## src/arp_pkg.sv

```systemverilog
// Shared constants and types for the converter result output port
package arp_pkg;

	// ******************************
	// Widths
	// ******************************
	localparam int RESULT_W  = 14;
	localparam int BUS_W     = 16;
	localparam int BYTE_W    = 8;
	localparam int CHANNELS  = 8;
	localparam int FIFO_DEPTH = 32;

	// ******************************
	// Pin positions on the result lines
	// ******************************
	localparam int POS_BYTE_SEL = 15;   // Byte-mode select when interface select high
	localparam int POS_HBF      = 14;   // High-byte-first input when interface select high
	localparam int POS_SER_A    = 7;    // First serial output
	localparam int POS_SER_B    = 8;    // Second serial output

	// ******************************
	// Reset values and counts
	// ******************************
	localparam logic [13:0] RESULT_RST  = 14'h0000;
	localparam logic [15:0] BUS_RST     = 16'h0000;
	localparam logic [3:0]  SER_BITS    = 4'hE;    // Bits per serial word

	// Port operating modes
	typedef enum logic [1:0] {
		ARP_MODE_PAR,
		ARP_MODE_BYTE,
		ARP_MODE_SER
	} arp_mode_t;

endpackage

```

## src/arp_fifo.sv

```systemverilog
// Result FIFO with valid and ready on both sides
`timescale 1ns/1ps

module arp_fifo #(
	parameter int WIDTH = 14,
	parameter int DEPTH = 32
) (
	// Clock and reset
	input  wire logic             mclk,
	input  wire logic             srst,
	// Fill side
	input  wire logic             in_valid,
	output logic                  in_ready,
	input  wire logic [WIDTH-1:0] in_data,
	// Drain side
	output logic                  out_valid,
	input  wire logic             out_ready,
	output logic [WIDTH-1:0]      out_data
);
	localparam int AW = $clog2(DEPTH);

	logic [WIDTH-1:0] mem [DEPTH];
	logic [AW-1:0]    wr_ptr_ff;
	logic [AW-1:0]    rd_ptr_ff;
	logic [AW:0]      count_ff;
	logic             push;
	logic             pop;

	assign in_ready  = (count_ff != (AW+1)'(DEPTH));
	assign out_valid = (count_ff != '0);
	assign out_data  = mem[rd_ptr_ff];
	assign push      = in_valid && in_ready;
	assign pop       = out_valid && out_ready;

	// ******************************
	// Storage and pointers
	// ******************************
	// Storage needs no reset; only pointers define contents
	always_ff @(posedge mclk) begin
		if (push) begin
			mem[wr_ptr_ff] <= in_data;
		end
	end

	always_ff @(posedge mclk) begin
		if (srst) begin
			wr_ptr_ff <= '0;
			rd_ptr_ff <= '0;
			count_ff  <= '0;
		end else begin
			if (push) begin
				wr_ptr_ff <= (wr_ptr_ff == AW'(DEPTH-1)) ? '0 : wr_ptr_ff + 1'b1;
			end
			if (pop) begin
				rd_ptr_ff <= (rd_ptr_ff == AW'(DEPTH-1)) ? '0 : rd_ptr_ff + 1'b1;
			end
			count_ff <= count_ff + (AW+1)'(push) - (AW+1)'(pop);
		end
	end
endmodule // arp_fifo

```

## src/arp_port.sv

```systemverilog
// Converter result output port: parallel, byte and serial modes
`timescale 1ns/1ps

// Notes on behaviour
// - With interface select low the low data lines carry result bits 13..0 while select and read are low.
// - In full parallel mode lines 14 and 15 are copies of result bit 13.
// - Interface select high with byte select low gives serial mode.
// - Interface select high makes line 15 the byte select input; high gives byte mode.
// - Byte mode delivers one result in two read strobes on eight lines; the host does both reads.
// - In byte mode line 7 is the byte MSB and line 0 its LSB.
// - In byte mode high-byte-first 1 sends the upper byte first, 0 the lower byte first.
// - Serial mode uses line 7 as first and line 8 as second serial output.
// - New results are latched into output registers on the busy falling edge.
// - A reset during a read clears the output registers to zero.
// - In parallel mode the first-channel flag rises on the read edge of channel 1 and falls on the next.
// - Serial mode shows the MSB at select fall and shifts on each serial clock rise.
module arp_port #(
	parameter int RESULT_W = arp_pkg::RESULT_W,
	parameter int CHANNELS = arp_pkg::CHANNELS,
	parameter int DEPTH    = arp_pkg::FIFO_DEPTH
) (
	// Clock and reset
	input  wire logic                 mclk,
	input  wire logic                 srst,
	// Conversion core side
	input  wire logic                 busy,
	input  wire logic [RESULT_W-1:0]  conv_a_data,
	input  wire logic [RESULT_W-1:0]  conv_b_data,
	input  wire logic                 conv_valid,
	output logic                      conv_ready,
	// Host pins
	input  wire logic                 interface_select,
	input  wire logic                 cs_n,
	input  wire logic                 rd_sclk,
	input  wire logic [15:0]          parallel_result_lines_in,
	output logic [15:0]               parallel_result_lines_out,
	output logic [15:0]               parallel_result_lines_oe,
	output logic                      first_channel_flag_out,
	output logic                      first_channel_flag_oe
);
	localparam int CW = $clog2(CHANNELS);

	// ******************************
	// Pin synchronisers
	// ******************************
	logic [4:0] sync1_ff;
	logic [4:0] sync2_ff;
	always_ff @(posedge mclk) begin
		sync1_ff <= {parallel_result_lines_in[arp_pkg::POS_BYTE_SEL],
			parallel_result_lines_in[arp_pkg::POS_HBF], interface_select, cs_n, rd_sclk};
		sync2_ff <= sync1_ff;
	end
	logic byte_sel_s, hbf_s, isel_s, cs_s, clk_s;
	assign {byte_sel_s, hbf_s, isel_s, cs_s, clk_s} = sync2_ff;

	logic cs_d_ff, clk_d_ff, busy_d_ff;
	always_ff @(posedge mclk) begin
		if (srst) begin
			cs_d_ff   <= 1'b1;
			clk_d_ff  <= 1'b1;
			busy_d_ff <= 1'b0;
		end else begin
			cs_d_ff   <= cs_s;
			clk_d_ff  <= clk_s;
			busy_d_ff <= busy;
		end
	end
	logic cs_fall, clk_fall, clk_rise, rd_rise, busy_fall;
	assign cs_fall   = cs_d_ff && !cs_s;
	assign clk_fall  = clk_d_ff && !clk_s && !cs_s;
	assign clk_rise  = !clk_d_ff && clk_s && !cs_s;
	// Read release may come together with select release, so select is taken one cycle back
	assign rd_rise   = !clk_d_ff && clk_s && !cs_d_ff;
	assign busy_fall = busy_d_ff && !busy;

	// Mode decode; host keeps the inputs steady during a read
	arp_pkg::arp_mode_t mode;
	always_comb begin
		if (!isel_s) begin
			mode = arp_pkg::ARP_MODE_PAR;
		end else if (byte_sel_s) begin
			mode = arp_pkg::ARP_MODE_BYTE;
		end else begin
			mode = arp_pkg::ARP_MODE_SER;
		end
	end

	// ******************************
	// Result FIFO: pairs of results from the core
	// ******************************
	logic                    pop_ready;
	logic                    fifo_valid;
	logic [2*RESULT_W-1:0]   fifo_data;
	arp_fifo #(.WIDTH(2*RESULT_W), .DEPTH(DEPTH)) u_fifo (
		.mclk      (mclk),
		.srst      (srst),
		.in_valid  (conv_valid),
		.in_ready  (conv_ready),
		.in_data   ({conv_a_data, conv_b_data}),
		.out_valid (fifo_valid),
		.out_ready (pop_ready),
		.out_data  (fifo_data)
	);

	// ******************************
	// Output registers: one result per channel
	// ******************************
	logic [RESULT_W-1:0] res_ff [CHANNELS];
	logic [CW-1:0]       wr_ch_ff;
	logic                read_active;
	// A pair is drained only on busy falling, so a read sees a stable set
	assign pop_ready   = busy_fall && fifo_valid;
	assign read_active = !cs_s;
	always_ff @(posedge mclk) begin
		if (srst) begin
			wr_ch_ff <= '0;
			for (int i = 0; i < CHANNELS; i++) begin
				res_ff[i] <= arp_pkg::RESULT_RST;
			end
		end else if (pop_ready) begin
			// Pair goes to channel n and n+CHANNELS/2
			res_ff[wr_ch_ff]                    <= fifo_data[2*RESULT_W-1:RESULT_W];
			res_ff[wr_ch_ff + CW'(CHANNELS/2)] <= fifo_data[RESULT_W-1:0];
			wr_ch_ff <= (wr_ch_ff == CW'(CHANNELS/2-1)) ? '0 : wr_ch_ff + 1'b1;
		end
	end

	// ******************************
	// Read sequencing
	// ******************************
	logic [CW-1:0]       rd_ch_ff;
	logic                byte_phase_ff;
	logic [RESULT_W-1:0] shift_a_ff;
	logic [RESULT_W-1:0] shift_b_ff;
	logic [RESULT_W-1:0] cur;
	logic [3:0]          ser_cnt_ff;
	logic                first_ff;
	assign cur = res_ff[rd_ch_ff];

	// Byte phase advances per byte-mode strobe; channel pointer per parallel strobe, per second byte strobe or per serial word
	always_ff @(posedge mclk) begin
		if (srst || busy_fall) begin
			rd_ch_ff      <= '0;
			byte_phase_ff <= 1'b0;
			ser_cnt_ff    <= '0;
			first_ff      <= 1'b0;
		end else if (mode == arp_pkg::ARP_MODE_SER) begin
			if (cs_fall) begin
				ser_cnt_ff <= '0;
				first_ff   <= (rd_ch_ff == '0);
			end else if (clk_fall) begin
				ser_cnt_ff <= ser_cnt_ff + 4'h1;
				if (ser_cnt_ff == arp_pkg::SER_BITS - 4'h1) begin
					first_ff <= 1'b0;
					rd_ch_ff <= rd_ch_ff + 1'b1;
				end
			end
		end else if (clk_fall) begin
			// Flag follows the strobe that presents channel 1
			first_ff <= (rd_ch_ff == '0) && !byte_phase_ff;
		end else if (rd_rise) begin
			// Advance on release so the word stands for the whole strobe
			if (mode == arp_pkg::ARP_MODE_BYTE && !byte_phase_ff) begin
				byte_phase_ff <= 1'b1;
			end else begin
				byte_phase_ff <= 1'b0;
				rd_ch_ff      <= rd_ch_ff + 1'b1;
			end
		end
	end

	// Serial shifters: A walks channels 1..4, B channels 5..8
	always_ff @(posedge mclk) begin
		if (srst) begin
			shift_a_ff <= arp_pkg::RESULT_RST;
			shift_b_ff <= arp_pkg::RESULT_RST;
		end else if (cs_fall) begin
			shift_a_ff <= res_ff[rd_ch_ff];
			shift_b_ff <= res_ff[rd_ch_ff + CW'(CHANNELS/2)];
		end else if (clk_rise) begin
			shift_a_ff <= {shift_a_ff[RESULT_W-2:0], 1'b0};
			shift_b_ff <= {shift_b_ff[RESULT_W-2:0], 1'b0};
		end
	end

	// ******************************
	// Pin drivers, all registered
	// ******************************
	logic [15:0] nxt_out;
	logic [15:0] nxt_oe;
	logic [7:0]  byte_val;
	always_comb begin
		// Upper byte is sign extended from result bit 13
		byte_val = (hbf_s ^ byte_phase_ff) ? {{2{cur[13]}}, cur[13:8]} : cur[7:0];
		nxt_out  = arp_pkg::BUS_RST;
		nxt_oe   = arp_pkg::BUS_RST;
		unique case (mode)
			arp_pkg::ARP_MODE_PAR: begin
				nxt_out = {{2{cur[13]}}, cur};
				nxt_oe  = (cs_s || clk_s) ? 16'h0000 : 16'hFFFF;
			end
			arp_pkg::ARP_MODE_BYTE: begin
				nxt_out[7:0] = byte_val;
				nxt_oe[7:0]  = (cs_s || clk_s) ? 8'h00 : 8'hFF;
			end
			arp_pkg::ARP_MODE_SER: begin
				// Lines 13..9 are grounded by the board, so never driven
				nxt_out[arp_pkg::POS_SER_A] = shift_a_ff[RESULT_W-1];
				nxt_out[arp_pkg::POS_SER_B] = shift_b_ff[RESULT_W-1];
				nxt_oe[arp_pkg::POS_SER_A]  = !cs_s;
				nxt_oe[arp_pkg::POS_SER_B]  = !cs_s;
			end
		endcase
	end

	always_ff @(posedge mclk) begin
		if (srst) begin
			parallel_result_lines_out <= arp_pkg::BUS_RST;
			parallel_result_lines_oe  <= arp_pkg::BUS_RST;
			first_channel_flag_out    <= 1'b0;
			first_channel_flag_oe     <= 1'b0;
		end else begin
			parallel_result_lines_out <= nxt_out;
			parallel_result_lines_oe  <= nxt_oe;
			first_channel_flag_out    <= first_ff;
			first_channel_flag_oe     <= read_active;
		end
	end
endmodule // arp_port

```

## config.mk

```make
export PLATFORM = sky130hd
export DESIGN_NAME = arp_port
export DESIGN_NICKNAME = d
export VERILOG_FILES = /design/src/arp_pkg.sv /design/src/arp_fifo.sv /design/src/arp_port.sv
export SDC_FILE = /design/constraint.sdc
export NUM_CORES = 1
export LEC_CHECK = 0
export BUFFER_PORTS_ARGS = -buffer_cell sky130_fd_sc_hd__buf_4
export CORE_MARGIN = 4
export CORE_UTILIZATION = 40
export CTS_CLUSTER_DIAMETER = 60
export CTS_CLUSTER_SIZE = 8
export DETAILED_ROUTE_END_ITERATION = 7
export PLACE_DENSITY = 0.65
export SLEW_MARGIN = 20
export SYNTH_ARGS = -nofsm -noshare
export SYNTH_HDL_FRONTEND = slang
export SYNTH_SLANG_ARGS = --single-unit
```

## constraint.sdc

```tcl
create_clock -name mclk -period 6.7 [get_ports mclk]
set_input_delay 0.335 -clock mclk [delete_from_list [all_inputs] [get_ports mclk]]
set_output_delay 0.335 -clock mclk [all_outputs]
set_load 0.05 [all_outputs]
```

; Yosys cells after proc, flatten, opt, wreduce, memory -nomap -nowiden
; Memory sizes are Yosys's and may differ from the RTL's. A register that Yosys moved wholly into a read port is not among the register bits.
; Cells that the tools add are included.
[op_classes]
n_addsub = 9
eq_ne = 13
n_mux = 50
n_bitwise = 4
reduce_logical = 34
[ops]
columns = cell, count
row1 = 2-to-1 mux 14 bit, 6
row2 = 2-to-1 mux 3 bit, 12
row3 = case mux 7 bit (2 select lines), 2
row4 = OR reduction 14 bit, 2
row5 = 2-to-1 mux 5 bit, 4
row6 = 2-to-1 mux 16 bit, 1
row7 = 2-to-1 mux 8 bit, 2
row8 = 2-to-1 mux 1 bit, 15
row9 = logical AND 1 bit, 12
row10 = "adder 5 x 1 -> 5 bit, second input constant", 2
row11 = "equality test 5 bit, second input constant", 2
row12 = 2-to-1 mux 4 bit, 2
row13 = nonzero test 2 bit, 4
row14 = "adder 3 x 1 -> 3 bit, second input constant", 2
row15 = "adder 3 bit, second input constant", 2
row16 = adder 6 x 1 -> 6 bit, 1
row17 = zero test 1 bit, 6
row18 = "inequality test 2 bit, second input constant", 3
row19 = "inequality test 6 bit, second input constant", 1
row20 = case mux 1 bit (3 select lines), 2
row21 = AND reduction 3 bit, 2
row22 = AND reduction 6 bit, 1
row23 = nonzero test 6 bit, 1
row24 = subtractor 6 x 1 -> 6 bit, 1
row25 = 16 further kinds, 22
[totals]
ff_bits = 101
ramBits = 1008
inputBits = 51
out_inout_bits = 35
wordCells = 133
mem_count = 2
[memory_table]
columns = memory, depth, word_bits, rd, rd_ports_with_merged_regs, wr, line
row1 = u_fifo.mem, 32, 28, 1, 1, 1, arp_fifo.sv:22  ; logic [WIDTH-1:0] mem [DEPTH];
row2 = res_ff, 8, 14, 2, 1, 8, arp_port.sv:108  ; logic [RESULT_W-1:0] res_ff [CHANNELS];

; Depth between registers and ports, before layout
[logic_depth]
ltp_word = 10
depth_mapped = 14
mapped_depth_nobuf = 14

; Cells and area by module
; A second synthesis with hierarchy kept.
[hier_totals]
cells_unflattened = 2424
area_unflattened_um2 = 44232.4
[by_module_without_submodules]
columns = module, instances, cells_each, area_each_um2, seq_area_each_um2
row1 = arp_fifo, 1, 1749, 35223.8, 27326.2
row2 = arp_port, 1, 675, 9008.6, 4884.7

; Least setup slack after synthesis
; Ideal clock, no wire load.
[synth_timing]
path_kind = register -> register
from = register u_fifo.count_ff[2]
to = memory u_fifo.mem[15][0] (netlist name), enable pin
setup_ps = 413
t_arrival_ps = 2836
required_time_ps = 6287
setup_slack_ps = 3451
path_stages_with_launch = 9
path_buffers = 0
period_less_slack_ps = 3249
cell_sequence = dfxtp_1 inv_1 ha_1 nor3b_2 nand2_1 nand2_1 clkinv_1 nand2_1 nor2_1
[synth_between]
elab_chain_cells = 4
[synth_lines]
columns = element, line
row1 = "start, declared", arp_fifo.sv:25  ; logic [AW:0] count_ff;
row2 = "start signal, assigned", arp_fifo.sv:57  ; count_ff <= count_ff + (AW+1)'(push) - (AW+1)'(pop);
row3 = inequality test 6 bit, arp_fifo.sv:29  ; assign in_ready = (count_ff != (AW+1)'(DEPTH));
row4 = via conv_ready, arp_port.sv:30  ; output logic conv_ready,
row5 = logical AND 1 bit, arp_fifo.sv:32  ; assign push = in_valid && in_ready;
row6 = via u_fifo.push, arp_fifo.sv:26  ; logic push;
row7 = 2-to-1 mux 1 bit, arp_fifo.sv:40  ; if (push) begin
row8 = 2-to-1 mux 1 bit (implied by the code), arp_fifo.sv:41  ; mem[wr_ptr_ff] <= in_data;
row9 = "end, declared", arp_fifo.sv:22
; The timed path passes the listed nets, and every way through them passes these cells.

; Final worst setup path
[layout_timing]
from = register u_fifo.count_ff[2]
to = memory u_fifo.mem[18][22] (netlist name), enable pin
[layout_between]
elab_chain_cells = 4
[layout_lines]
columns = element, line
row1 = inequality test 6 bit, arp_fifo.sv:29
row2 = logical AND 1 bit, arp_fifo.sv:32
row3 = via u_fifo.push, arp_fifo.sv:26
row4 = 2-to-1 mux 1 bit, arp_fifo.sv:40
row5 = 2-to-1 mux 1 bit (implied by the code), arp_fifo.sv:41
; The timed path passes the listed nets, and every way through them passes these cells.

==> results.tsv <==
stage	metric	value	unit
clock_network	clock_latency	750	ps
final_layout	final_layout_size_suffix_gt1_share	17.24	%
final_layout	area_growth	15.31	%
clock_network	cts_num_sinks	1105	
final_layout	fill_cells	9498	
detailed_routing	vias_per_cell	5.516	
setup_path	crit_fanout	18	
clock_network	clkTransAtPathRegs	50	ps
outcome	outcome	completed	
synthesis	synth-main-ff-cell	edfxtp_1	
flow_run	maxCapViolCount	0	
timing	fin_tns_setup	0	ps
synthesis	syn_nets	2810	
setup_path	end_kind	flop	
floorplan	dieArea	0.1185	mm²
clock_network	postCtsHoldBufs	34	
timing	slew-limit-headroom	23.29	%
timing	drv_slew	0	
detailed_routing	postRouteAntennaNets	0	
floorplan	pin_count	86	
placed_design	post-place-cells	4184	
synthesis	postSynthCellCount	2737	
detailed_routing	dr.first_iter.drc_count	1846	
floorplan	die_w	344.2	µm
global_routing	grt_max_degree	114	
global_routing	grt_pass1_vias	24020	
setup_path	cp-start-kind	flop	
detailed_routing	vias	24380	
detailed_routing	wirelength	104.7	mm
timing	setup_violations	0	
detailed_routing	wire_per_inst	23.68	µm
global_routing	grt_overflow	0	
synthesis	postSynthAreaPerCell	16.52	µm²
clock_network	cts_tree	yes	
synthesis	netlist_area	0.04521	mm²
floorplan	die_h	344.2	µm
setup_path	cp.arrival	3740	ps
placed_design	post-place-ws	3274	ps
final_layout	final_common_cell	edfxtp_1	
final_layout	final_core_util	46.40	%
power	peakVddDrop	0.2579	mV
floorplan	start_util	40.25	%
placed_design	routabilityCongestion	0.7234	
placed_design	dpl.hpwl	53.23	mm
synthesis	yosysWarnings	0	
floorplan	core	0.1123	mm²
setup_path	critPathKind	flop to flop	
hold_path	hold_path_class	input pin to flop	
synthesis	synth-seq-cells	1105	
power	leakagePower	16.19	nW
clock_network	numCtsBuffers	159	
setup_path	critPathRequiredTime	7080	ps
global_routing	grt_pass1_wl	152.3	mm
clock_network	cts_root_buf	clkbuf_16	
detailed_routing	drc	0	
final_layout	num-nets-final	2952	
placed_design	port_buffers	71	
power	powerDensity	308.7	mW/mm²
timing	fin_crit	3364	ps
power	total_power	16.09	mW
global_routing	antenna_found_initial	1	
clock_network	h-tree-depth	4	
final_layout	layout_common_cells	edfxtp_1 (1008), mux2i_1 (475), a22oi_1 (229)	
timing	hold_viol	0	
clock_network	ctsResizeCount	0	
timing	maxClockFrequency	297.3	MHz
synthesis	synth_edf_count	1008	
clock_network	post_cts_buffers	0	
timing	worst_slew_pin_slew	1150	ps
synthesis	ys_async_sr_fraction	0	%
floorplan	rows	123	
timing	rsz0062_at_grt	false	
timing	worst_slack	3336	ps
synthesis	yosysSeqAreaShare	71.24	%
global_routing	grt_usage	17.36	%
synthesis	synthDistinctLibCells	58	
timing	skew	59.01	ps
detailed_routing	detail_route.first_pass.iterations	5	
timing	fin_crit_sh	50.21	%
clock_network	clk_path_buf_depth	3	
final_layout	final_cells	4419	
## registers in the layout, indices dropped and copies added (netlist names), 6 cells and up, named ones only
name                       flops
parallel_result_lines_out     14
res_ff                       112
shift_a_ff                    14
shift_b_ff                    14
u_fifo.count_ff                6
u_fifo.mem                   896
## worst paths after layout
| path | start | endpoint | depth (start not counted) | slack [ps] |
|---|---|---|---|---|
| setup / recovery | u_fifo.count_ff[2]$_SDFF_PP0_ | u_fifo.mem[18][22]$_DFFE_PP_ | 9 | 3340 |
| setup reg to reg | u_fifo.count_ff[2]$_SDFF_PP0_ | u_fifo.mem[18][22]$_DFFE_PP_ | 9 | 3340 |
| hold reg to reg | sync1_ff[1]$_DFF_P_ | sync2_ff[1]$_DFF_P_ | 0 | 330 |
| hold / removal | srst | parallel_result_lines_out[4]$_SDFF_PP0_ | 2 | 140 |
## cell usage after synthesis (12+ instances only)
cell type	instances	area share, %
o22ai_1	132	1.8
nor2_2	15	0.21
buf_1	12	0.10
edfxtp_1	1008	67
nand2_1	161	1.3
o21ai_0	15	0.17
mux4_2	56	2.8
nor2_1	97	0.81
a21oi_1	53	0.59
nor2_4	15	0.37
clkbuf_1	55	0.46
o22ai_2	36	1.0
inv_1	17	0.14
mux2i_1	475	11
buf_6	35	0.87
buf_2	42	0.46
dfxtp_1	97	4.3
buf_4	35	0.58
ha_1	21	0.58
a22oi_1	229	3.8
## critical path, stage by stage (launching register included)
cell and delay, ps:
dfxtp_1 350, inv_1 70, ha_1 180, nor3b_2 160, nand2_1 90, nand2_1 220, clkinv_1 240, nand2_1 490
nor2_4 710, buf_4 500
## area by class of cell
cell class	count	area [µm²]	area share (%)
Antenna cell	1	2.502	0.004800
Clock buffer	181	4124	7.910
Clock inverter	19	412.9	0.7920
Inverter	19	73.82	0.1416
Multi-Input combinational cell	1431	12050	23.11
Sequential cell	1105	32220	61.81
Tap cell	1500	1877	3.600
Timing Repair Buffer	163	1371	2.630
## layer usage
metal	vias up	wire length, µm	global-route usage (%)
met5	-	0	0
met4	0	2625	5.786
met3	180	7054	3.657
met2	844	52240	29.87
met1	12280	42750	21.93
li1	11070	-	-
## report_power, final
group          internal (mW)  switching (mW)
Combinational          0.365           0.731
Sequential              7.68          0.0583
Clock                   4.44            2.82
## cells by family (layout without fill, tap and decap cells)
family	after synthesis	in the layout	synth area share (%)
flip-flops	1105	1105	71.24
multiplexers	541	541	13.55
AO/OA/AOI/OAI	499	499	7.879
AND/OR/NAND/NOR	362	362	3.838
buffers and inverters	201	382	2.726
adder cells (fa/ha/maj)	22	22	0.6254
XOR/XNOR	7	7	0.1356
other	0	1	0
## metrics by stage
step,instance area (µm²),hold slack (ps)
3_3_place_gp,47240,316.4
2_1_floorplan,45210,309.6
4_1_cts,52120,94.21
5_1_grt,52130,137.8
6_report,52130,135.6
3_5_place_dp,47240,320.0
Note: power is estimated with default switching activity, not from simulation.
